===== config.mk =====
export PLATFORM = sky130hd
export DESIGN_NAME = emdio_slave_top
export DESIGN_NICKNAME = d
export VERILOG_FILES = /design/src/core/emdio_pkg.sv /design/src/core/emdio_wr_if.sv /design/src/core/emdio_sync.sv /design/src/core/emdio_wr_pair.sv /design/src/core/emdio_slave_top.sv
export SDC_FILE = /design/constraint.sdc
export NUM_CORES = 1
export LEC_CHECK = 0
export BUFFER_PORTS_ARGS = -buffer_cell sky130_fd_sc_hd__buf_2
export CAP_MARGIN = 10
export CORE_MARGIN = 2
export CORE_UTILIZATION = 55
export DETAILED_ROUTE_END_ITERATION = 10
export GPL_ROUTABILITY_DRIVEN = 0
export HOLD_SLACK_MARGIN = 0.1
export MAX_ROUTING_LAYER = met4
export PLACE_DENSITY_LB_ADDON = 0.3
export RECOVER_POWER = 100
export SLEW_MARGIN = 20
export SYNTH_ARGS = -nofsm -noshare
export SYNTH_HDL_FRONTEND = slang
export SYNTH_HIERARCHICAL = 1
export SYNTH_SLANG_ARGS = --single-unit

===== constraint.sdc =====
create_clock -name clk -period 5.17 [get_ports clk]
set_clock_uncertainty 0.2 [all_clocks]
set_input_delay 0.7755 -clock clk [delete_from_list [all_inputs] [get_ports clk]]
set_output_delay 0.7755 -clock clk [all_outputs]
set_load 0.05 [all_outputs]

===== src/core/emdio_pkg.sv =====
package emdio_pkg;

  // Timing: the management clock is never faster than 2.5 MHz
  localparam int unsigned CLK_PERIOD_NS     = 100;
  localparam int unsigned MDC_MIN_PERIOD_NS = 400;
  localparam int unsigned MDC_MIN_CYCLES    =
    (MDC_MIN_PERIOD_NS + CLK_PERIOD_NS - 1) / CLK_PERIOD_NS;

  // Frame layout
  localparam logic [5:0] PRE_LEN   = 6'h20;
  localparam logic [3:0] HDR_LAST  = 4'hb;
  localparam logic [3:0] DATA_LAST = 4'hf;
  localparam logic [1:0] OP_READ   = 2'h2;
  localparam logic [1:0] OP_WRITE  = 2'h1;
  localparam int         HDR_OP_HI = 11;
  localparam int         HDR_CLAIM = 9;
  localparam int         KEY_HI    = 8;
  localparam int         KEY_LO    = 1;
  localparam int         HALF_BIT  = 0;

  // Widths and system address packing
  localparam int         KEY_W     = 8;
  localparam int         ADDR_W    = 10;
  localparam int         HALF_W    = 16;
  localparam int         WORD_W    = 32;
  localparam logic [1:0] ADDR_PAD  = 2'h0;

  // Strap handling
  localparam logic [1:0] MODE_EXT   = 2'h1;
  localparam logic [1:0] STRAP_WAIT = 2'h3;

  typedef enum logic [3:0] {
    ST_PRE, ST_START, ST_HDR, ST_RD_TA, ST_RD_DATA, ST_RD_END, ST_WR_TA, ST_WR_DATA
  } emdio_state_t;

  function automatic logic [HALF_W-1:0] emdio_pick_half(input logic [WORD_W-1:0] word,
                                                        input logic              half);
    emdio_pick_half = half ? word[WORD_W-1:HALF_W] : word[HALF_W-1:0];
  endfunction : emdio_pick_half

endpackage : emdio_pkg


===== src/core/emdio_wr_if.sv =====
`timescale 1ns/1ps
interface emdio_wr_if;
  import emdio_pkg::*;

  logic              evt;
  logic              half;
  logic [KEY_W-1:0]  key;
  logic [HALF_W-1:0] word;
  logic              clr;

  modport src  (output evt, output half, output key, output word, output clr);
  modport sink (input evt, input half, input key, input word, input clr);

endinterface : emdio_wr_if


===== src/core/emdio_sync.sv =====
`timescale 1ns/1ps
module emdio_sync #(
  parameter int W = 1
) (
  input  wire logic         clk,
  input  wire logic         sys_rst,
  input  wire logic [W-1:0] d,
  output logic      [W-1:0] q
);
  logic [W-1:0] meta;

  always_ff @(posedge clk or posedge sys_rst) begin
    if (sys_rst) begin
      meta <= '0;
      q    <= '0;
    end else begin
      meta <= d;
      q    <= meta;
    end
  end

endmodule : emdio_sync


===== src/core/emdio_wr_pair.sv =====
`timescale 1ns/1ps
module emdio_wr_pair (
  input  wire logic                          clk,
  input  wire logic                          sys_rst,
  emdio_wr_if.sink                           wr,
  output logic                               reg_wr,
  output logic     [emdio_pkg::WORD_W-1:0]   reg_wdata
);
  import emdio_pkg::*;

  logic              pend;
  logic              pend_half;
  logic [KEY_W-1:0]  pend_key;
  logic [HALF_W-1:0] hold;

  always_ff @(posedge clk or posedge sys_rst) begin
    if (sys_rst) begin
      pend      <= 1'h0;
      pend_half <= 1'h0;
      pend_key  <= '0;
      hold      <= '0;
      reg_wr    <= 1'h0;
      reg_wdata <= '0;
    end else begin
      reg_wr <= 1'h0;
      if (wr.clr) begin
        pend <= 1'h0;
      end else if (wr.evt) begin
        if (pend && (wr.key == pend_key) && (wr.half != pend_half)) begin
          reg_wdata <= wr.half ? {wr.word, hold} : {hold, wr.word};
          reg_wr    <= 1'h1;
          pend      <= 1'h0;
        end else if (pend && (wr.key == pend_key)) begin
          // Repeat of the held half: dropped, the first half stays waiting
          pend <= 1'h1;
        end else begin
          pend      <= 1'h1;
          pend_half <= wr.half;
          pend_key  <= wr.key;
          hold      <= wr.word;
        end
      end
    end
  end

endmodule : emdio_wr_pair


===== src/core/emdio_slave_top.sv =====
`timescale 1ns/1ps
////////////////////////////////////////////////////////////////////////////////
////////////////////////////////////////////////////////////////////////////////
module emdio_slave_top (
  input  wire logic                          clk,
  input  wire logic                          sys_rst,
  input  wire logic                          mdc,
  input  wire logic                          mdio_in,
  output logic                               mdio_out,
  output logic                               mdio_oe,
  input  wire logic [1:0]                    mngt_mode_strap,
  output logic                               mngt_ext_active,
  output logic     [emdio_pkg::ADDR_W-1:0]   reg_addr,
  output logic                               reg_rd_req,
  input  wire logic [emdio_pkg::WORD_W-1:0]  reg_rdata,
  input  wire logic                          reg_hit,
  input  wire logic                          reg_rd16,
  output logic                               reg_rd_done,
  output logic                               reg_wr,
  output logic     [emdio_pkg::WORD_W-1:0]   reg_wdata
);
  import emdio_pkg::*;

  ////////////////////////////////////////////////////////////////////////////////
  // Pin synchronisation and MDC edge detection

  logic [1:0]        strap_s;
  logic              mdc_s;
  logic              mdio_s;
  logic              mdc_prev;
  logic              bit_tick;

  // Straps ride the same synchroniser; the value kept is the one read once it settles
  emdio_sync #(
    .W (4)
  ) u_sync (
    .clk     (clk),
    .sys_rst (sys_rst),
    .d       ({mngt_mode_strap, mdc, mdio_in}),
    .q       ({strap_s, mdc_s, mdio_s})
  );

  always_ff @(posedge clk or posedge sys_rst) begin
    if (sys_rst) begin
      mdc_prev <= 1'h0;
    end else begin
      mdc_prev <= mdc_s;
    end
  end

  // MDC runs at most at a quarter of clk, so every edge is seen
  assign bit_tick = mdc_s & ~mdc_prev;

  ////////////////////////////////////////////////////////////////////////////////
  // Mode strap, taken once the synchroniser has settled after reset

  // Frozen once the wait ends: the straps are boot-time pins
  logic [1:0]        strap_wait;

  always_ff @(posedge clk or posedge sys_rst) begin
    if (sys_rst) begin
      strap_wait      <= 2'h0;
      mngt_ext_active <= 1'h0;
    end else if (strap_wait != STRAP_WAIT) begin
      strap_wait      <= strap_wait + 2'h1;
      mngt_ext_active <= (strap_s == MODE_EXT);
    end
  end

  ////////////////////////////////////////////////////////////////////////////////
  // Frame decoder

  emdio_state_t      state;
  logic [5:0]        pre_cnt;
  logic [10:0]       hdr;
  logic [3:0]        bit_cnt;
  logic              ta_seen;
  logic [11:0]       hdr_full;
  logic              hdr_claim;
  logic              hdr_done;
  logic              rd_go;
  logic              wr_go;
  logic              wr_last;
  logic              rd_last;

  // Header shifts in msb first; its last bit comes straight from the pin
  assign hdr_full  = {hdr, mdio_s};
  assign hdr_claim = mngt_ext_active & hdr_full[HDR_CLAIM];
  assign hdr_done  = bit_tick && (state == ST_HDR) && (bit_cnt == HDR_LAST);
  assign rd_go     = hdr_done && hdr_claim && (hdr_full[HDR_OP_HI -: 2] == OP_READ);
  assign wr_go     = hdr_done && hdr_claim && (hdr_full[HDR_OP_HI -: 2] == OP_WRITE);
  assign wr_last   = bit_tick && (state == ST_WR_DATA) && (bit_cnt == 4'h0);
  assign rd_last   = bit_tick && (state == ST_RD_END);

  always_ff @(posedge clk or posedge sys_rst) begin
    if (sys_rst) begin
      state   <= ST_PRE;
      pre_cnt <= 6'h00;
      hdr     <= '0;
      bit_cnt <= 4'h0;
      ta_seen <= 1'h0;
    end else if (bit_tick) begin
      unique case (state)
        ST_PRE: begin
          if (mdio_s) begin
            // Saturate so a preamble longer than the minimum still counts
            if (pre_cnt != PRE_LEN) begin
              pre_cnt <= pre_cnt + 6'h01;
            end
          end else if (pre_cnt == PRE_LEN) begin
            state   <= ST_START;
            pre_cnt <= 6'h00;
          end else begin
            pre_cnt <= 6'h00;
          end
        end
        ST_START: begin
          if (mdio_s) begin
            state   <= ST_HDR;
            bit_cnt <= 4'h0;
          end else begin
            state <= ST_PRE;
          end
        end
        ST_HDR: begin
          hdr     <= hdr_full[10:0];
          ta_seen <= 1'h0;
          if (bit_cnt == HDR_LAST) begin
            if (rd_go) begin
              state <= ST_RD_TA;
            end else if (wr_go) begin
              state <= ST_WR_TA;
            end else begin
              // Foreign PHY address, bad opcode or mode off
              state <= ST_PRE;
            end
          end else begin
            bit_cnt <= bit_cnt + 4'h1;
          end
        end
        ST_RD_TA: begin
          if (ta_seen) begin
            state   <= ST_RD_DATA;
            bit_cnt <= DATA_LAST;
          end else begin
            ta_seen <= 1'h1;
          end
        end
        ST_RD_DATA: begin
          if (bit_cnt == 4'h0) begin
            state <= ST_RD_END;
          end else begin
            bit_cnt <= bit_cnt - 4'h1;
          end
        end
        ST_RD_END: begin
          // Extra edge on which the driver lets go of MDIO
          state <= ST_PRE;
        end
        ST_WR_TA: begin
          // Turnaround content is not checked; the host owns the line here
          if (ta_seen) begin
            state   <= ST_WR_DATA;
            bit_cnt <= DATA_LAST;
          end else begin
            ta_seen <= 1'h1;
          end
        end
        ST_WR_DATA: begin
          if (bit_cnt == 4'h0) begin
            state <= ST_PRE;
          end else begin
            bit_cnt <= bit_cnt - 4'h1;
          end
        end
      endcase
    end
  end

  ////////////////////////////////////////////////////////////////////////////////
  // Current frame address and system request

  logic              cur_half;
  logic [KEY_W-1:0]  cur_key;
  logic              rd_cap;

  always_ff @(posedge clk or posedge sys_rst) begin
    if (sys_rst) begin
      cur_half   <= 1'h0;
      cur_key    <= '0;
      reg_addr   <= '0;
      reg_rd_req <= 1'h0;
      rd_cap     <= 1'h0;
    end else begin
      reg_rd_req <= rd_go;
      rd_cap     <= rd_go;
      if (rd_go || wr_go) begin
        cur_half <= hdr_full[HALF_BIT];
        cur_key  <= hdr_full[KEY_HI:KEY_LO];
        reg_addr <= {hdr_full[KEY_HI:KEY_LO], ADDR_PAD};
      end
    end
  end

  ////////////////////////////////////////////////////////////////////////////////
  // Read pairing, capture and deferred side effects

  logic              rd_pend;
  logic              pend_half;
  logic [KEY_W-1:0]  pend_key;
  logic [WORD_W-1:0] rd_hold;
  logic [HALF_W-1:0] out_sh;
  logic              done_due;
  logic              rd_second;
  logic [WORD_W-1:0] rd_word;

  assign rd_second = rd_pend && (cur_key == pend_key) && (cur_half != pend_half);
  // Unmapped addresses still answer, with driven zeros
  assign rd_word   = reg_hit ? reg_rdata : '0;

  always_ff @(posedge clk or posedge sys_rst) begin
    if (sys_rst) begin
      rd_pend   <= 1'h0;
      pend_half <= 1'h0;
      pend_key  <= '0;
      rd_hold   <= '0;
      out_sh    <= '0;
      done_due  <= 1'h0;
    end else if (rd_cap) begin
      if (rd_second) begin
        out_sh   <= emdio_pick_half(rd_hold, cur_half);
        rd_pend  <= 1'h0;
        done_due <= 1'h1;
      end else begin
        // Fresh pair; a same-half repeat lands here and restarts pairing
        rd_hold   <= rd_word;
        out_sh    <= emdio_pick_half(rd_word, cur_half);
        rd_pend   <= ~reg_rd16;
        pend_half <= cur_half;
        pend_key  <= cur_key;
        done_due  <= reg_rd16 & reg_hit;
      end
    end else if (wr_go) begin
      // An unfinished read pair leaves the register untouched
      rd_pend <= 1'h0;
    end else if (bit_tick && (state == ST_RD_DATA)) begin
      out_sh <= {out_sh[HALF_W-2:0], 1'h0};
    end else if (rd_last) begin
      done_due <= 1'h0;
    end
  end

  // Side effects wait until the line is released after the last bit
  always_ff @(posedge clk or posedge sys_rst) begin
    if (sys_rst) begin
      reg_rd_done <= 1'h0;
    end else begin
      reg_rd_done <= rd_last & done_due;
    end
  end

  ////////////////////////////////////////////////////////////////////////////////
  // MDIO driver
  // Bits change only on a seen MDC rise, never between edges

  always_ff @(posedge clk or posedge sys_rst) begin
    if (sys_rst) begin
      mdio_out <= 1'h0;
      mdio_oe  <= 1'h0;
    end else if (bit_tick) begin
      unique case (state)
        ST_RD_TA: begin
          // First turnaround edge floats, second drives the zero
          if (ta_seen) begin
            mdio_out <= 1'h0;
            mdio_oe  <= 1'h1;
          end
        end
        ST_RD_DATA: begin
          mdio_out <= out_sh[HALF_W-1];
          mdio_oe  <= 1'h1;
        end
        default: begin
          mdio_oe <= 1'h0;
        end
      endcase
    end
  end

  ////////////////////////////////////////////////////////////////////////////////
  // Write path

  // Write data never reaches the driver; only the pair logic sees it
  logic [HALF_W-1:0] wdata_sh;

  always_ff @(posedge clk or posedge sys_rst) begin
    if (sys_rst) begin
      wdata_sh <= '0;
    end else if (bit_tick && (state == ST_WR_DATA)) begin
      wdata_sh <= {wdata_sh[HALF_W-2:0], mdio_s};
    end
  end

  emdio_wr_if wr_bus ();

  assign wr_bus.evt  = wr_last;
  assign wr_bus.half = cur_half;
  assign wr_bus.key  = cur_key;
  assign wr_bus.word = {wdata_sh[HALF_W-2:0], mdio_s};
  // A read between two write halves breaks the write pair
  assign wr_bus.clr  = rd_go;

  emdio_wr_pair u_wr_pair (
    .clk       (clk),
    .sys_rst   (sys_rst),
    .wr        (wr_bus.sink),
    .reg_wr    (reg_wr),
    .reg_wdata (reg_wdata)
  );

endmodule : emdio_slave_top


Yosys cells after proc, flatten, opt, wreduce, memory -nomap -nowiden
Index checks and enable logic that the tools add are counted.
- add/subtract/negate cells: 4
- equality and inequality tests: 32
- mux-type cells: 45
- bitwise operators: 10
- reductions and logical operators: 37
- operators by type and width (operator ; number):
    16-bit two-way mux ; 6
    32-bit two-way mux ; 2
    4-bit two-way mux ; 11
    4-bit one-hot mux with 8 select lines ; 1
    2-bit != test (second input constant) ; 11
    4-bit by 3-bit equality test with 1-bit output (second input constant) ; 4
    8-bit equality test ; 2
    1-bit two-way mux ; 16
    4-bit one-hot mux with 4 select lines ; 1
    1-bit logical AND ; 13
    6-bit two-way mux ; 2
    3-bit AND reduction ; 4
    2-bit nonzero test ; 6
    2-bit AND reduction ; 5
    4-bit by 2-bit equality test with 1-bit output (second input constant) ; 2
    4-bit logical NOT ; 2
    2-bit by 1-bit != test with 1-bit output (second input constant) ; 4
    8-bit AND reduction ; 1
    6-bit by 1-bit adder with 6-bit output (second input constant) ; 1
    6-bit equality test (second input constant) ; 1
    3-bit two-way mux ; 2
    6-bit != test (second input constant) ; 1
    1-bit inverter ; 6
    1-bit one-hot mux with 2 select lines ; 3
    15 further kinds ; 21
- bits in registers: 184
- input bits: 40
- output and inout port bits: 48
- word-level logic and storage cells: 157

Logic depth before layout (Yosys ltp)
- word-level depth: 10
- mapped depth: 10
- mapped depth without buffers: 9

Hierarchy
The synthesis kept the hierarchy.
- modules (own cells, without submodules) (module ; times used ; cells each ; area each (um2) ; seq. area each (um2)):
    emdio_slave_top ; 1 ; 564 ; 5799.3 ; 2902.8
    emdio_wr_pair ; 1 ; 177 ; 2697.6 ; 1476.4
    emdio_sync ; 1 ; 9 ; 203.9 ; 200.2

Worst setup path before layout
No wires, ideal clock.
- kind: register to register
- start: register bit_cnt[1]
- end: register u_wr_pair/reg_wdata[12] (netlist name)
- library setup time: 0.125 ns
- arrival: 2.391 ns
- required time: 4.845 ns
- setup slack: 2.455 ns
- stages on the path, launching flop included: 9
- path buffers: 2
- clock period less this slack: 2.715 ns
- path through: dfrtp_1 -> buf_6 -> or4_4 -> nor3_1 -> and2b_1 -> nand2_1 -> nor4_4 -> buf_6 -> mux2_2
- elaborated cells on any way between the ends: 8
- classes of those cells: 1 x eq/ne; 1 x bitwise; 6 x reduce/logical
- RTL lines (item ; line ; source):
    start: declaration ; emdio_slave_top.sv:76 ; logic [3:0] bit_cnt;
    start signal: assignment ; emdio_slave_top.sv:138 ; bit_cnt <= bit_cnt + 4'h1;
    start signal: assignment ; emdio_slave_top.sv:153 ; bit_cnt <= bit_cnt - 4'h1;
    start signal: assignment ; emdio_slave_top.sv:173 ; bit_cnt <= bit_cnt - 4'h1;
    4-bit logical NOT ; emdio_slave_top.sv:92 ; assign wr_last = bit_tick && (state == ST_WR_DATA) && (bit_cnt == 4'h0);
    1-bit logical AND ; emdio_slave_top.sv:92 ;
    named net wr_bus.evt ; emdio_wr_if.sv:5 ; logic evt;
    3-bit AND reduction (no source line) ; n/a ;
    end signal: assignment ; emdio_wr_pair.sv:30 ; reg_wdata <= wr.half ? {wr.word, hold} : {hold, wr.word};
    end: declaration ; emdio_wr_pair.sv:7 ; output logic [emdio_pkg::WORD_W-1:0] reg_wdata
The timed path passes the listed nets, and every way through them passes these cells.
A chain may end at the register's enable or synchronous reset.

Worst setup path after layout
- start: register cur_half
- end: register out_sh[15]
- longest elaborated chain between the ends: 4
- elaborated cells on any way between the ends: 6
- classes of those cells: 1 x eq/ne; 4 x mux; 1 x reduce/logical
- RTL lines (item ; line ; source):
    start: declaration ; emdio_slave_top.sv:183 ; logic cur_half;
    start signal: assignment ; emdio_slave_top.sv:198 ; cur_half <= hdr_full[HALF_BIT];
    1-bit != test ; emdio_slave_top.sv:217 ; assign rd_second = rd_pend && (cur_key == pend_key) && (cur_half != pend_half);
    1-bit logical AND ; emdio_slave_top.sv:217 ;
    16-bit two-way mux (*) ; emdio_slave_top.sv:230 ; if (rd_second) begin
    16-bit two-way mux (*) ; emdio_slave_top.sv:229 ; end else if (rd_cap) begin
    end signal: assignment ; emdio_slave_top.sv:231 ; out_sh <= emdio_pick_half(rd_hold, cur_half);
    end signal: assignment ; emdio_slave_top.sv:237 ; out_sh <= emdio_pick_half(rd_word, cur_half);
    end signal: assignment ; emdio_slave_top.sv:247 ; out_sh <= {out_sh[HALF_W-2:0], 1'h0};
    end: declaration ; emdio_slave_top.sv:212 ; logic [HALF_W-1:0] out_sh;
Every way passes the cells marked *; elsewhere a longest branch is shown, timed or not.

==> results by group <==
Flow run
  • Max_cap viols: 5

Floorplan
  • Die ar.: 0.0168 sq mm
  • Die Width: 130 um
  • Starting Density: 56.8%
  • Die Height: 130 um
  • Num ports: 88
  • Row count: 45
  • Core area: 0.0153 sq mm

Detailed routing
  • Detailed Route WL: 17.9 mm
  • Routed Antenna Nets: 0
  • Drt wl/cell: 17.2 um
  • DR vias/cell: 5.70
  • DR iter-0 viols: 358
  • TritonRoute pass-1 iters: 5
  • DRC violations left: 0
  • Via count: 5940

Power
  • Pwr Total: 2.82 mW
  • PD cells: 289 mW/mm^2
  • Leak Pwr: 4.62 nW
  • Peak supply drop: 0.399 mV

Placed design
  • HPWL Detailed: 11.9 mm
  • Port bufs: 85

Global route
  • Vias in the first global route: 5972
  • Total gr overflow: 0
  • Largest net degree at the start of global routing: 75
  • Total GRT Usage: 23.8%
  • First-pass GRT wire length: 30.2 mm
  • Initial antenna violation count: 0

CTS
  • CTS tree: built
  • Clk_lat worst skew: 440 ps
  • Setup bufs post-CTS: 0
  • Root Driver: clkbuf_16
  • CTS H-tree depth: 4
  • Cts bufs inserted: 17
  • Clk slew on worst S/H paths: 70 ps
  • CTS Buffer Depth: 2
  • TritonCTS Sinks: 183
  • Hold_buf cts: 0
  • Post_cts resized: 0

Synthesis
  • Yosys Warn Count: 6
  • Yosys reg bits: 183
  • Top_reg_cell synth: dfrtp_1
  • Sequential share of the synthesized area: 52.6%
  • Synth cell count leaders: 183 x dfrtp_1, 149 x mux2_2, 103 x nand2_1
  • Cell with the most instances after synthesis: dfrtp_1
  • EDFF count, synth: 0
  • Post-synthesis cell type count: 57
  • Synth area leaders: dfrtp_1 53%, mux2_2 19%, nand2_1 4.4%
  • Post-synth top area share: 52.6%
  • Synth Cell Area: 0.00870 sq mm
  • Fraction of registers with async set/reset: 100%
  • Syn Inst Count: 750
  • Syn avg cell area: 11.6 sq um
  • Area leader, netlist: dfrtp_1

Setup path
  • CP endpoint kind: flop
  • CP Max Fanout: 34
  • Worst path arrival time: 4210 ps
  • Critical Path RT: 5320 ps
  • Critical path type: reg2reg
  • Worst Setup Start Kind: flop

Timing
  • Final Cycle Share: 78.5%
  • Slew @ Worst Pin: 3360 ps
  • Min Hold Slack: 105 ps
  • Setup TNS: 0 ps
  • Rel. slew slack: -125%
  • RSZ-0062 raised after global routing: false
  • Fmax: 246 MHz
  • Pins Over Slew Limit: 236
  • Final setup vio count: 0
  • Final Critical Period: 4060 ps
  • Final hold vios: 0

Layout
  • # diodes: 0
  • Layout cells sized above 1: 29.0%
  • Nets@finish: 864
  • Area growth syn-to-layout: 11.9%

Status
  • Failing checks: max-capacitance violations, max-slew violations
  • Status: finished with violations

Worst hold path
  • Worst hold path class: in2async
==> kinds of logic after synthesis <==
group           Yosys count  share of synthesized area (%)
xor+xnor                 28                           2.82
buf+inv                  60                           3.21
compound gates          118                           8.57
simple gates            184                           10.2
other cells               1                         0.0431
fa+ha+maj                 5                          0.719
mux                     171                           21.9
flops                   183                           52.6
==> layout by cell type (no fill, tap or decap), types with 3 or more instances in the layout <==
cell	netlist	routed
ha_1	5	5
a21o_1	14	14
nand3b_1	4	4
nor2_1	12	12
clkbuf_16	0	17
mux2_1	3	3
nor2b_1	6	6
a31o_2	14	14
clkbuf_1	28	56
nand2b_1	3	3
inv_1	13	11
inv_6	0	3
nand2_1	103	103
nor3_1	3	3
xor2_1	8	8
buf_2	7	38
a21oi_1	26	26
xnor2_1	20	20
o21ai_0	43	43
buf_4	4	4
mux2i_1	19	19
nand3_1	25	25
nand4_1	8	8
mux2_2	149	149
clkinvlp_4	0	3
dfrtp_1	183	183
o22ai_1	3	3
==> worst max-delay path, stage by stage, from the launching register on <==
cell      delay [ps]
dfrtp_1         1360
xor2_1           190
nand2_1          170
nor3_4           190
clkbuf_1        1180
mux2_2           440
a211oi_1         220
==> per-stage QoR <==
| stage | cells | instance area [sq um] | util, % | worst slack [ps] |
|---|---|---|---|---|
| detailed placement | 1010 | 9260 | 60.5 | 1840 |
| CTS | 1042 | 9840 | 64.2 | 1820 |
| floorplan | 751 | 8700 | - | 1120 |
| global route | 1043 | 9740 | 63.6 | 800 |
| finish | 1043 | 9740 | 63.6 | 1110 |
| global placement | 1010 | 9260 | 60.5 | 2020 |
==> final timing paths <==
check / from / to / slack [ps] / depth (start not counted)
max: cur_half / out_sh[15] / 1110 / 6
min: sys_rst / u_sync/meta[0] / 100 / 2
max reg2reg: cur_half / out_sh[15] / 1110 / 6
min reg2reg: u_sync/meta[0] / u_sync/q[0] / 150 / 0
max in group asynchronous: sys_rst / u_wr_pair/reg_wdata[13] / 1650 / 3
min in group clk: u_sync/meta[0] / u_sync/q[0] / 150 / 0
==> per-layer routing <==
layer	vias up	routed length, um	part of all wire (%)	track usage (%)
met5	-	0	0	-
met4	0	292	1.6	8.60
met3	28	644	3.6	4.39
met2	139	8940	50	37.7
met1	2999	8060	45	31.0
li1	2774	-	-	-
==> where the power goes <==
part           internal, mW  leakage (nW)  switching, mW
registers              1.44          2.34        0.00800
clock network         0.700         0.275          0.575
logic                0.0310          2.00         0.0654
total                  2.17          4.62          0.648
==> cell type report <==
| class | count | area (sq um) |
|---|---|---|
| Clock inverter | 11 | 115 |
| Multi-Input combinational cell | 508 | 3850 |
| Tap cell | 211 | 264 |
| Fill cell | 1226 | 5580 |
| Timing Repair Buffer | 96 | 423 |
| Sequential cell | 183 | 4580 |
| Inverter | 13 | 50.0 |
| Clock buffer | 21 | 460 |
==> state kept, by name, summed over array words and instances (netlist names), 2 cells and up <==
register	cells
bit_cnt	4
cur_key	8
hdr	11
out_sh	16
pend_key	8
pre_cnt	6
rd_hold	32
state	3
strap_wait	2
u_sync/meta	4
u_sync/q	4
u_wr_pair/hold	16
u_wr_pair/pend_key	8
u_wr_pair/reg_wdata	32
wdata_sh	15
Power figures use the tool's default switching activity.
